$ cat src/pkg/geb_pkg.sv
// Constants and carrier types for the gesture event register bank
// How it works
// RULE1: First event byte bit 5 reports a swipe toward negative Y.
// RULE2: First event byte bit 4 reports a swipe toward positive Y.
// RULE3: First event byte bit 3 reports a swipe toward positive X.
// RULE4: First event byte bit 2 reports a swipe toward negative X.
// RULE5: First event byte bit 1 reports a press-and-hold gesture.
// RULE6: First event byte bit 0 reports a single tap.
// RULE7: Second event byte bit 2 reports a zoom gesture.
// RULE8: Second event byte bit 1 reports a scroll gesture.
// RULE9: Second event byte bit 0 reports a two-finger tap.
// RULE10: Thirty-byte snap enable array, one bit per channel, one enables snap.
// RULE11: Each row is two bytes, high first; bits 9..0 are columns 9..0.
// RULE12: Unused event byte bits always read zero.
package geb_pkg;

   localparam int unsigned ADDR_W          = 16;
   localparam int unsigned DATA_W          = 8;

   // Scalar configuration bytes, multi-byte values high byte first
   localparam int unsigned CFG_BYTES       = 24;
   localparam logic [15:0] CFG_ADDR [CFG_BYTES] = '{
      16'h0670, 16'h0671, 16'h0672, 16'h0675, 16'h0676, 16'h0677, 16'h0678, 16'h0679,
      16'h067a, 16'h06b7, 16'h06b8, 16'h06bb, 16'h06bc, 16'h06bd, 16'h06be, 16'h06bf,
      16'h06c0, 16'h06c1, 16'h06c2, 16'h06c5, 16'h06c6, 16'h06c7, 16'h06c8, 16'h06c9};
   localparam logic [7:0]  CFG_RESET       = 8'h00;

   localparam logic [15:0] VERT_RES_OFS    = 16'h0670;
   localparam logic [15:0] STAT_THR_OFS    = 16'h0672;
   localparam logic [15:0] READ_PTR_OFS    = 16'h0675;
   localparam logic [15:0] EXPORT_VER_OFS  = 16'h0677;
   localparam logic [15:0] PROX_DB_OFS     = 16'h0679;
   localparam logic [15:0] SNAP_DB_OFS     = 16'h067a;
   localparam logic [15:0] SNAP_EN_OFS     = 16'h0699;
   localparam logic [15:0] ONE_EN_OFS      = 16'h06b7;
   localparam logic [15:0] MULTI_EN_OFS    = 16'h06b8;
   localparam logic [15:0] TAP_DIST_OFS    = 16'h06bb;
   localparam logic [15:0] HOLD_TIME_OFS   = 16'h06bd;
   localparam logic [15:0] SW_TIME_OFS     = 16'h06bf;
   localparam logic [15:0] SW_DIST_OFS     = 16'h06c1;
   localparam logic [15:0] SW_REP_OFS      = 16'h06c5;
   localparam logic [15:0] SW_ANGLE_OFS    = 16'h06c7;
   localparam logic [15:0] SCROLL_DIST_OFS = 16'h06c8;
   localparam logic [15:0] FLAGS_ONE_OFS   = 16'h0fe0;
   localparam logic [15:0] FLAGS_MULTI_OFS = 16'h0fe1;

   // Snap enable array geometry
   localparam int unsigned SNAP_ROWS       = 15;
   localparam int unsigned SNAP_COLS       = 10;
   localparam int unsigned SNAP_BYTES      = 30;
   localparam logic [9:0]  SNAP_RESET      = 10'h000;

   // Event bit positions
   localparam int unsigned ONE_BITS        = 6;
   localparam int unsigned MULTI_BITS      = 3;
   localparam int unsigned EV_TAP          = 0;
   localparam int unsigned EV_HOLD         = 1;
   localparam int unsigned EV_XNEG         = 2;
   localparam int unsigned EV_XPOS         = 3;
   localparam int unsigned EV_YPOS         = 4;
   localparam int unsigned EV_YNEG         = 5;
   localparam int unsigned EV_TWO_TAP      = 0;
   localparam int unsigned EV_SCROLL       = 1;
   localparam int unsigned EV_ZOOM         = 2;
   localparam logic [5:0]  ONE_FLAG_RESET  = 6'h00;
   localparam logic [2:0]  MULTI_FLAG_RESET = 3'h0;

   typedef struct packed {
      logic [15:0] addr;
      logic [7:0]  wdata;
      logic        wr;
      logic        rd;
   } geb_req_s;

   typedef struct packed {
      logic [15:0] vertical_resolution;
      logic [7:0]  stationary_move_threshold;
      logic [15:0] default_read_pointer;
      logic [15:0] export_version;
      logic [7:0]  proximity_debounce;
      logic [7:0]  touch_snap_debounce;
      logic [7:0]  one_touch_gesture_enables;
      logic [7:0]  multi_touch_gesture_enables;
      logic [15:0] tap_distance_limit;
      logic [15:0] hold_time_ms;
      logic [15:0] swipe_start_time_ms;
      logic [15:0] swipe_start_distance;
      logic [15:0] swipe_repeat_distance;
      logic [7:0]  swipe_angle_limit;
      logic [15:0] scroll_start_distance;
   } geb_cfg_s;

endpackage : geb_pkg

$ cat src/geb_bank.sv
// Gesture configuration, snap enables and gesture event flags
`timescale 1ns/100ps
module geb_bank (
   input  wire logic                   core_clk_in,
   input  wire logic                   rst_in,
   input  wire geb_pkg::geb_req_s      req_in,
   output logic [7:0]                  rdata_out,
   output logic                        rvalid_out,
   input  wire logic [5:0]             one_touch_evt_in,
   input  wire logic [2:0]             multi_touch_evt_in,
   input  wire logic                   frame_start_in,
   output geb_pkg::geb_cfg_s           cfg_out,
   output logic [149:0]                snap_enable_out,
   output logic [7:0]                  one_touch_flags_out,
   output logic [7:0]                  multi_touch_flags_out
);

   logic [7:0] cfg_q [geb_pkg::CFG_BYTES];
   logic [9:0] snap_q [geb_pkg::SNAP_ROWS];
   logic [5:0] one_flag_q;
   logic [2:0] multi_flag_q;
   logic [5:0] one_set;
   logic [2:0] multi_set;
   logic [7:0] rdata_q;
   logic       rvalid_q;
   logic [7:0] rdata_d;

   // Index of a configuration byte, or -1 when unmapped
   function automatic int cfg_index(input logic [15:0] a);
      int r;
      r = -1;
      for (int i = 0; i < int'(geb_pkg::CFG_BYTES); i++) begin
         if (geb_pkg::CFG_ADDR[i] == a) begin
            r = i;
         end
      end
      return r;
   endfunction : cfg_index

   // Byte offset inside the snap array, or -1 when outside it
   function automatic int snap_index(input logic [15:0] a);
      int r;
      r = -1;
      if (a >= geb_pkg::SNAP_EN_OFS && a < geb_pkg::SNAP_EN_OFS + 16'(geb_pkg::SNAP_BYTES)) begin
         r = int'(a - geb_pkg::SNAP_EN_OFS);
      end
      return r;
   endfunction : snap_index

   function automatic logic [7:0] cfg_byte(input logic [15:0] a);
      logic [7:0] v;
      int         k;
      v = 8'h00;
      k = cfg_index(a);
      if (k >= 0) begin
         v = cfg_q[k];
      end
      return v;
   endfunction : cfg_byte

   // Configuration byte writes
   always_ff @(posedge core_clk_in or posedge rst_in) begin
      if (rst_in) begin
         for (int i = 0; i < int'(geb_pkg::CFG_BYTES); i++) begin
            cfg_q[i] <= geb_pkg::CFG_RESET;
         end
      end else if (req_in.wr && cfg_index(req_in.addr) >= 0) begin
         cfg_q[cfg_index(req_in.addr)] <= req_in.wdata;
      end
   end

   // Snap enable rows, high byte at the even offset
   always_ff @(posedge core_clk_in or posedge rst_in) begin
      if (rst_in) begin
         for (int i = 0; i < int'(geb_pkg::SNAP_ROWS); i++) begin
            snap_q[i] <= geb_pkg::SNAP_RESET;
         end
      end else if (req_in.wr && snap_index(req_in.addr) >= 0) begin
         if (snap_index(req_in.addr) % 2 == 0) begin
            snap_q[snap_index(req_in.addr) / 2][9:8] <= req_in.wdata[1:0]; // [RULE11]
         end else begin
            snap_q[snap_index(req_in.addr) / 2][7:0] <= req_in.wdata; // [RULE10] [RULE11]
         end
      end
   end

   genvar g;
   generate
      for (g = 0; g < int'(geb_pkg::SNAP_ROWS); g++) begin : g_snap
         assign snap_enable_out[g*10 +: 10] = snap_q[g]; // [RULE10]
      end
   endgenerate

   // Events latch only when enabled
   always_comb begin
      one_set[geb_pkg::EV_TAP]  = one_touch_evt_in[geb_pkg::EV_TAP]
                                  & cfg_out.one_touch_gesture_enables[geb_pkg::EV_TAP]; // [RULE6]
      one_set[geb_pkg::EV_HOLD] = one_touch_evt_in[geb_pkg::EV_HOLD]
                                  & cfg_out.one_touch_gesture_enables[geb_pkg::EV_HOLD]; // [RULE5]
      one_set[geb_pkg::EV_XNEG] = one_touch_evt_in[geb_pkg::EV_XNEG]
                                  & cfg_out.one_touch_gesture_enables[geb_pkg::EV_XNEG]; // [RULE4]
      one_set[geb_pkg::EV_XPOS] = one_touch_evt_in[geb_pkg::EV_XPOS]
                                  & cfg_out.one_touch_gesture_enables[geb_pkg::EV_XPOS]; // [RULE3]
      one_set[geb_pkg::EV_YPOS] = one_touch_evt_in[geb_pkg::EV_YPOS]
                                  & cfg_out.one_touch_gesture_enables[geb_pkg::EV_YPOS]; // [RULE2]
      one_set[geb_pkg::EV_YNEG] = one_touch_evt_in[geb_pkg::EV_YNEG]
                                  & cfg_out.one_touch_gesture_enables[geb_pkg::EV_YNEG]; // [RULE1]
      multi_set[geb_pkg::EV_TWO_TAP] = multi_touch_evt_in[geb_pkg::EV_TWO_TAP]
                                       & cfg_out.multi_touch_gesture_enables[geb_pkg::EV_TWO_TAP]; // [RULE9]
      multi_set[geb_pkg::EV_SCROLL]  = multi_touch_evt_in[geb_pkg::EV_SCROLL]
                                       & cfg_out.multi_touch_gesture_enables[geb_pkg::EV_SCROLL]; // [RULE8]
      multi_set[geb_pkg::EV_ZOOM]    = multi_touch_evt_in[geb_pkg::EV_ZOOM]
                                       & cfg_out.multi_touch_gesture_enables[geb_pkg::EV_ZOOM]; // [RULE7]
   end

   // Flags live for one report frame; a set in the clearing cycle wins
   always_ff @(posedge core_clk_in or posedge rst_in) begin
      if (rst_in) begin
         one_flag_q <= geb_pkg::ONE_FLAG_RESET;
      end else if (frame_start_in) begin
         one_flag_q <= one_set; // [RULE1] [RULE2] [RULE3] [RULE4] [RULE5] [RULE6]
      end else begin
         one_flag_q <= one_flag_q | one_set;
      end
   end

   always_ff @(posedge core_clk_in or posedge rst_in) begin
      if (rst_in) begin
         multi_flag_q <= geb_pkg::MULTI_FLAG_RESET;
      end else if (frame_start_in) begin
         multi_flag_q <= multi_set; // [RULE7] [RULE8] [RULE9]
      end else begin
         multi_flag_q <= multi_flag_q | multi_set;
      end
   end

   assign one_touch_flags_out   = {2'b00, one_flag_q}; // [RULE12]
   assign multi_touch_flags_out = {5'b00000, multi_flag_q}; // [RULE12]

   // Read mux
   always_comb begin
      int s;
      s = snap_index(req_in.addr);
      rdata_d = 8'h00;
      if (req_in.addr == geb_pkg::FLAGS_ONE_OFS) begin
         rdata_d = {2'b00, one_flag_q}; // [RULE12]
      end else if (req_in.addr == geb_pkg::FLAGS_MULTI_OFS) begin
         rdata_d = {5'b00000, multi_flag_q}; // [RULE12]
      end else if (s >= 0) begin
         if (s % 2 == 0) begin
            rdata_d = {6'b000000, snap_q[s / 2][9:8]}; // [RULE11]
         end else begin
            rdata_d = snap_q[s / 2][7:0]; // [RULE11]
         end
      end else begin
         rdata_d = cfg_byte(req_in.addr);
      end
   end

   always_ff @(posedge core_clk_in or posedge rst_in) begin
      if (rst_in) begin
         rdata_q  <= 8'h00;
         rvalid_q <= 1'b0;
      end else begin
         rvalid_q <= req_in.rd;
         if (req_in.rd) begin
            rdata_q <= rdata_d;
         end
      end
   end

   assign rdata_out  = rdata_q;
   assign rvalid_out = rvalid_q;

   // Multi-byte fields, high byte at the lower address
   // A process, so that changes of the stored bytes read inside cfg_byte wake it
   always_comb begin
      cfg_out.vertical_resolution         = {cfg_byte(geb_pkg::VERT_RES_OFS),
                                             cfg_byte(geb_pkg::VERT_RES_OFS + 16'h0001)};
      cfg_out.stationary_move_threshold   = cfg_byte(geb_pkg::STAT_THR_OFS);
      cfg_out.default_read_pointer        = {cfg_byte(geb_pkg::READ_PTR_OFS),
                                             cfg_byte(geb_pkg::READ_PTR_OFS + 16'h0001)};
      cfg_out.export_version              = {cfg_byte(geb_pkg::EXPORT_VER_OFS),
                                             cfg_byte(geb_pkg::EXPORT_VER_OFS + 16'h0001)};
      cfg_out.proximity_debounce          = cfg_byte(geb_pkg::PROX_DB_OFS);
      cfg_out.touch_snap_debounce         = cfg_byte(geb_pkg::SNAP_DB_OFS);
      cfg_out.one_touch_gesture_enables   = cfg_byte(geb_pkg::ONE_EN_OFS);
      cfg_out.multi_touch_gesture_enables = cfg_byte(geb_pkg::MULTI_EN_OFS);
      cfg_out.tap_distance_limit          = {cfg_byte(geb_pkg::TAP_DIST_OFS),
                                             cfg_byte(geb_pkg::TAP_DIST_OFS + 16'h0001)};
      cfg_out.hold_time_ms                = {cfg_byte(geb_pkg::HOLD_TIME_OFS),
                                             cfg_byte(geb_pkg::HOLD_TIME_OFS + 16'h0001)};
      cfg_out.swipe_start_time_ms         = {cfg_byte(geb_pkg::SW_TIME_OFS),
                                             cfg_byte(geb_pkg::SW_TIME_OFS + 16'h0001)};
      cfg_out.swipe_start_distance        = {cfg_byte(geb_pkg::SW_DIST_OFS),
                                             cfg_byte(geb_pkg::SW_DIST_OFS + 16'h0001)};
      cfg_out.swipe_repeat_distance       = {cfg_byte(geb_pkg::SW_REP_OFS),
                                             cfg_byte(geb_pkg::SW_REP_OFS + 16'h0001)};
      cfg_out.swipe_angle_limit           = cfg_byte(geb_pkg::SW_ANGLE_OFS);
      cfg_out.scroll_start_distance       = {cfg_byte(geb_pkg::SCROLL_DIST_OFS),
                                             cfg_byte(geb_pkg::SCROLL_DIST_OFS + 16'h0001)};
   end

endmodule : geb_bank

$ cat config.mk
export PLATFORM = sky130hd
export DESIGN_NAME = geb_bank
export DESIGN_NICKNAME = d
export VERILOG_FILES = /design/src/pkg/geb_pkg.sv /design/src/geb_bank.sv
export SDC_FILE = /design/constraint.sdc
export NUM_CORES = 1
export LEC_CHECK = 0
export BUFFER_PORTS_ARGS = -buffer_cell sky130_fd_sc_hd__buf_2
export CAP_MARGIN = 20
export CORE_ASPECT_RATIO = 0.8
export CORE_MARGIN = 2
export CORE_UTILIZATION = 30
export DETAILED_ROUTE_END_ITERATION = 12
export GPL_TIMING_DRIVEN = 0
export PLACE_DENSITY_LB_ADDON = 0.12
export SYNTH_ARGS = -nofsm -noshare
export SYNTH_HDL_FRONTEND = slang
export SYNTH_SLANG_ARGS = --single-unit
$ cat constraint.sdc
create_clock -name core_clk_in -period 28.4 [get_ports core_clk_in]
set_clock_uncertainty 0.1 [all_clocks]
set_input_delay 0 -clock core_clk_in [delete_from_list [all_inputs] [get_ports core_clk_in]]
set_output_delay 0 -clock core_clk_in [all_outputs]
set_load 0.1 [all_outputs]
==> results.yml, run 1 <==
setup_path:
  crit_type: "in2reg"
  rr_worst_depth: 6
  reg2reg_from: "snap_enable_out[79]$_DFFE_PP0P_"
  crit_required_ps: 28740
  r2r_slack_ps: 25920
  cp-start-kind: "input pin"
  arrival_ps: 5970
  crit_fanout: 10
  rr_endpoint: "rdata_out[1]$_DFFE_PP0P_"
  cp-end-kind: "flop"
finish:
  area_growth_pct: 25.16
  drive_above_1_share: 0.4753
  final_nets: 1999
  final_cell_area_um2: 23470
  register_area_um2: 9009
  multi_input_area_um2: 9077
  n_fill_cell: 6165
power:
  power_frac_comb: 0.059
  p_clk_frac: 0.478
  sw_frac_of_total: 0.2568
  pwr_density_cell_nw_per_um2: 47.39
  p_seq_frac: 0.463
  p_switching_uw: 285.7
  ir_worst_vdd_mv: 0.03523
  intPower_uw: 826.8
  total_power_mw: 1.112
  p_leak_nw: 11.82
floorplanning:
  die-area_um2: 64550
  core_area_um2: 61520
  start_util: 0.3049
  die_h_um: 227.6
  core.rowCount: 81
  boundaryPins: 405
  die_w_um: 283.6
synthesis:
  ys_types: 97
  yosys_warnings: 0
  netlist_instances: 1480
  synth-main-ff-cell: "dfrtp_1"
  synthesis.area_um2: 18760
  ys_ff_latch: 360
  async_flop_share: 1.000
  synth_edf_count: 0
  seq_area_frac_synth: 0.4803
  syn_avg_cell_area_um2: 12.67
place:
  numPortBuffers: 388
  hpwl_um: 62570
  gp_congestion: 0.9189
  dp_slack_ps: 21910
  dpl-instance-area_um2: 21870
sta:
  fin_crit_sh: 0.1982
  setup-violations-final: 0
  slew_headroom: 0.2600
  clock.fmax_mhz: 177.6
  slew_viol_final: 0
  rsz0062_at_grt: "false"
  tightest_slew_ps: 1110
  final.setup.tns_ps: 0
  fin_crit_ps: 5629
  hold_violations: 2
  setup_slack_ps: 22770
  holdWs_ps: -4.625
routing:
  drt_first_pass_iters: 5
  viasPerCell: 5.322
  first_iter_violations: 1305
  vias: 14970
  drc: 0
  routed_wl_um: 81610
  post_drt_wl_per_cell_um: 29.01
  ant_nets: 0
clock_network:
  cts.reportedPaths.clkPinSlew_ps: 60
  insertion_delay_ps: 590
  cts_max_path_buffers: 3
  cts_resized: 0
  cts-htree-levels: 2
  cts_tree: "done"
  cts_buffers: 43
  clkSinkCount: 360
  root_buffer: "clkbuf_16"
hold_path:
  holdPathStages: 2
  worstHoldStart: "req_in[9]"
  hp-class: "in2reg"
  hold_path_end: "cfg_q[167]$_DFFE_PP0P_"
global_route:
  antenna_found_initial: 4
  grt_max_degree: 121
  grt_overflow: 0
  track_usage: 0.2483
  grt_pass1_wl_um: 114400
  grt_pass1_vias: 14980
job:
  maxCapViolations: 0
outcome:
  violations: "hold timing"
  status: "finished, violations left"
-- cell type report --
cell class,instances,area share
multi-input cells,986,0.3867
flip-flops and latches,360,0.3838
repair buffers,422,0.09967
clock buffers,66,0.05250
well taps,830,0.04424
plain buffers,112,0.02500
inverters,28,0.004797
clock inverters,8,0.003198
diodes,1,0.0001066
-- kinds of logic (layout without fill, tap and decap cells) --
| kind of cell | Yosys count | count (layout) | share of synthesized area |
|---|---|---|---|
| buffers and inverters | 140 | 636 | 0.03689 |
| flip-flops | 360 | 360 | 0.4803 |
| AO/OA/AOI/OAI | 165 | 165 | 0.06751 |
| XOR/XNOR | 2 | 2 | 0.0009341 |
| other | 1 | 8 | 0.0001999 |
| adder cells (fa/ha/maj) | 8 | 8 | 0.005337 |
| multiplexers | 490 | 490 | 0.3093 |
| AND/OR/NAND/NOR | 314 | 314 | 0.09953 |
-- power by group through the flow --
stage / combinational [mW] / clock [mW] / sequential (mW)
6_report: 0.0661 / 0.531 / 0.515
3_3_place_gp: 0.0626 / 0 / 0.525
2_1_floorplan: 0.0323 / 0 / 0.531
3_5_place_dp: 0.0643 / 0 / 0.524
5_1_grt: 0.0713 / 0.564 / 0.515
4_1_cts: 0.0668 / 0.543 / 0.515
-- state kept, by name (all words and copies together) (netlist names) --
register         count
rvalid_out           1
snap_enable_out    150
one_flag_q           6
multi_flag_q         3
rdata_out            8
cfg_q              192
-- per-layer routing --
metal  vias to the layer above  global-route usage  routed length [µm]
li1                       6405                   -                   -
met1                      7949              0.3607               38210
met2                       534              0.3739               36040
met3                        84             0.05798                5811
met4                         0             0.05820                1550
met5                         -                   0                   0
-- placed cells by master, fill, tap and decap left out, types with 20 or more instances in the layout --
master / instances
buf_4: 20
nor2_1: 56
buf_2: 410
mux2_2: 334
dfrtp_1: 360
nor3_1: 20
mux4_2: 31
o21ai_0: 23
clkbuf_16: 43
nand2_1: 91
clkbuf_1: 73
inv_1: 26
mux2i_1: 101
nand3_1: 28
dlygate4sd3_1: 28
-- stage by stage --
step	hold WS, ps	util	cells
detailed placement	-165.3	0.3555	2709
global placement	27.29	0.3537	2704
global route	24.35	0.3815	2812
finish	-4.625	0.3816	2813
floorplan	-68.57	-	1486
CTS	1.446	0.3813	2811
-- critical path, cell delays in order --
cell and delay (ps):
buf_2 160, ha_1 210, clkbuf_1 230, a21oi_1 190
o21ai_0 140, a211oi_4 430, nand2_2 160, nor2_1 190
clkinv_1 330, and2_1 260, ha_1 260, ha_1 300
clkbuf_1 300, clkbuf_1 860, clkbuf_1 710, mux4_2 470
nand2_1 100, o211ai_1 110, a32oi_1 360, o31ai_1 180
-- repair_timing --
action / CTS / global route
hold buffers: 28 / 0
endpoints found under the setup margin: 0 / 0
setup buffers: 0 / 0
endpoints found under the hold margin: 361 / 0
-- worst max-delay path by stage --
stage	from	to	slack, ps
after global placement	rst_in	one_flag_q[2]$_DFF_PP0_	13490
after CTS	req_in[10]	rdata_out[7]$_DFFE_PP0P_	22530
after global routing	req_in[21]	rdata_out[7]$_DFFE_PP0P_	22520
after floorplan	rst_in	cfg_q[0]$_DFFE_PP0P_	18310
final	req_in[10]	rdata_out[7]$_DFFE_PP0P_	22770
after detailed placement	req_in[10]	rdata_out[7]$_DFFE_PP0P_	21910
-- Yosys cell counts (9+ instances only) --
cell / number / area [µm²]
nor2b_1: 10 / 62.56
a31oi_1: 9 / 56.30
nand3_1: 28 / 140.1
mux2_2: 334 / 3761
nor2_1: 56 / 210.2
nand2b_1: 10 / 62.56
mux2_4: 16 / 240.2
o211ai_1: 15 / 112.6
buf_4: 20 / 150.1
clkbuf_1: 57 / 214.0
nand2_1: 91 / 341.6
mux4_2: 31 / 698.2
nor2_4: 10 / 112.6
o21ai_0: 23 / 115.1
mux2i_1: 101 / 1011
nor3_1: 20 / 100.1
a21oi_1: 19 / 95.09
inv_1: 27 / 101.4
buf_2: 21 / 105.1
a211oi_1: 17 / 127.6
dfrtp_1: 360 / 9009
(Power assumes the default switching activity.)
==> run 2: changes to the inputs <==
ABC_AREA = 1   (was not set)
clock period = 5.6 ns   (was 28.4 ns; I/O delays follow)
==> results.yml, run 2 <==
synthesis:
  syn_avg_cell_area_um2: 8.093
  synth_commonest_cells: "607 x nand2_1, 376 x o21ai_0, 360 x dfrtp_1"
  yosys.area.top_type: "dfrtp_1"
  yosysTopAreaCellShare: 0.5087
  yosys.area_share.adder: 0.005653
  synth_edf_count: 0
  synth_compound_area_frac: 0.1583
  synth_simple_gate_area_frac: 0.2460
  netlist_instances: 2188
  ys_ff_latch: 360
  synth-xor-area-share: 0.001484
  yosys-mux-area-fraction: 0.005653
  synth-main-ff-cell: "dfrtp_1"
  synthesis.area_um2: 17710
  ys_types: 55
  yosysMostFrequentCell: "nand2_1"
  async_flop_share: 1.000
  synth_top_family_by_area: "simple AND/OR/NAND/NOR gates"
  yosys_warnings: 0
  synth_area_leaders: "dfrtp_1 51%, nand2_1 13%, o21ai_0 11%"
  seq_area_frac_synth: 0.5087
power:
  p_leak_nw: 11.50
  pwr_density_cell_nw_per_um2: 259.8
  sw_frac_of_total: 0.2534
  p_switching_mw: 1.492
  p_seq_frac: 0.444
  p_clk_frac: 0.491
  intPower_mw: 4.397
  power_frac_comb: 0.064
  ir_worst_vdd_mv: 0.1790
floorplanning:
  die-area_um2: 61000
  die_w_um: 275.6
  die_h_um: 221.3
  core_area_um2: 58220
  core.rowCount: 79
  boundaryPins: 405
  start_util: 0.3042
sta:
  clock.fmax_mhz: 188.6
  fin_crit_ps: 5302
  holdWs_ps: 21.40
  rsz0062_at_grt: "false"
  final.setup.tns_ps: 0
  fin_crit_sh: 0.9467
  hold_violations: 0
  tightest_slew_ps: 974.2
  setup-violations-final: 0
  slew_headroom: 0.3505
  slew_viol_final: 0
  setup_slack_ps: 298.2
place:
  gp_congestion: 0.9506
  numPortBuffers: 397
  hpwl_um: 63200
  dp_slack_ps: -484.1
  dpl-instance-area_um2: 20860
setup_path:
  crit_fanout: 10
  rr_worst_depth: 12
  cp-start-kind: "input pin"
  crit_required_ps: 5960
  critPathTopFamily: "buffers and inverters"
  critical_path.slowest_cell: "nor2_2"
  path_buf_inv: 9
  reg2reg_from: "snap_enable_out[89]$_DFFE_PP0P_"
  path_common_cell: "nand2_1"
  cp-end-kind: "flop"
  max_stage_delay_ps: 550
  rr_endpoint: "rdata_out[1]$_DFFE_PP0P_"
  r2r_slack_ps: 3390
  arrival_ps: 5660
  crit_type: "in2reg"
routing:
  drt_first_pass_iters: 5
  first_iter_violations: 1899
  vias: 17810
  post_drt_wl_per_cell_um: 23.24
  drc: 0
  viasPerCell: 5.117
  ant_nets: 0
  routed_wl_um: 80890
global_route:
  antenna_found_initial: 4
  grt_pass1_vias: 17300
  grt_overflow: 0
  grt_max_degree: 43
  grt_pass1_wl_um: 116800
  track_usage: 0.2603
finish:
  largest_reg_flops: 192
  drive_above_1_share: 0.2291
  area_growth_pct: 28.04
  regMostFlops: "cfg_q"
  final_cell_area_um2: 22670
  final_nets: 2728
  fin_util: 0.3894
  layout_commonest_cell: "nand2_1"
  final_cell_mix: "607 x nand2_1, 448 x buf_2, 376 x o21ai_0, 360 x dfrtp_1, 167 x inv_1"
  n_fill_cell: 6086
clock_network:
  clkSinkCount: 360
  insertion_delay_ps: 590
  cts_tree: "done"
  root_buffer: "clkbuf_16"
  cts_max_path_buffers: 3
  cts-htree-levels: 2
  cts.reportedPaths.clkPinSlew_ps: 60
  cts_buffers: 43
hold_path:
  hp-class: "in2async"
job:
  maxCapViolations: 0
outcome:
  status: "complete, no violations"
run 2: through the flow:
stage | cells | total power, mW
finish | 3481 | 5.889
global route | 3480 | 6.083
CTS | 3480 | 5.949
detailed placement | 3369 | 3.032
global placement | 3360 | 3.017
floorplan | 2194 | 2.887
run 2: worst max path at each step:
stage | start | endpoint | slack, ps | cells past startpoint
after floorplan | rst_in | cfg_q[0]$_DFFE_PP0P_ | 670 | 1
after global placement | rst_in | cfg_q[131]$_DFFE_PP0P_ | -1750 | 2
after detailed placement | req_in[11] | rdata_out[7]$_DFFE_PP0P_ | -480 | 26
after CTS | req_in[11] | rdata_out[7]$_DFFE_PP0P_ | 130 | 26
after global routing | req_in[11] | rdata_out[7]$_DFFE_PP0P_ | 60 | 26
final | req_in[11] | rdata_out[6]$_DFFE_PP0P_ | 300 | 26
run 2: kinds of logic (layout without fill, tap and decap cells):
group / Yosys count / count (layout)
other cells: 1 / 8
mux: 10 / 10
flops: 360 / 360
xor+xnor: 3 / 3
compound gates: 518 / 518
fa+ha+maj: 8 / 8
simple gates: 977 / 977
buf+inv: 311 / 828
run 2: worst reg2reg max path, stage by stage, from the launching register on:
cell	delay, ps
dfrtp_1	410
a22o_1	230
a221oi_1	270
o21ai_0	150
nand2_1	80
a21boi_0	190
a21oi_1	130
a21oi_1	160
nand2_1	130
nand2_1	90
nand2_1	50
nand2_1	60
nand2_1	50
run 2: repair_timing:
item,4_1_cts,5_1_grt
endpoints found under the setup margin,0,12
resized for setup,0,2
buffers inserted,0,0
hold buffers,37,0
hold endpoints to repair,168,0
run 2: routing by layer:
metal | track usage | wire length (µm) | up-vias
met1 | 0.3828 | 37910 | 8812
met2 | 0.3831 | 34600 | 672
met5 | 0 | 0 | -
met4 | 0.07323 | 2112 | 0
li1 | - | - | 8216
met3 | 0.05426 | 6258 | 114
run 2: final cells by class:
cell class                 instances  area [µm²]  area share
sequential                       360        9009      0.3973
multi-input combinational       1523        7417      0.3271
timing repair buffer             443        2537      0.1119
clock buffer                      66        1315     0.05800
tap                              769       962.2     0.04244
inverter                         186       711.9     0.03140
buffer                           125       601.8     0.02654
clock inverter                     8       116.4    0.005132
antenna                            1       2.502   0.0001104
run 2: power groups by stage:
stage                     Clock (mW)  Combinational, mW  Sequential [mW]
final                           2.89              0.379             2.62
after global routing            3.06              0.409             2.62
after CTS                       2.95              0.381             2.62
after detailed placement           0              0.369             2.66
after global placement             0              0.351             2.67
after floorplan                    0              0.167             2.72
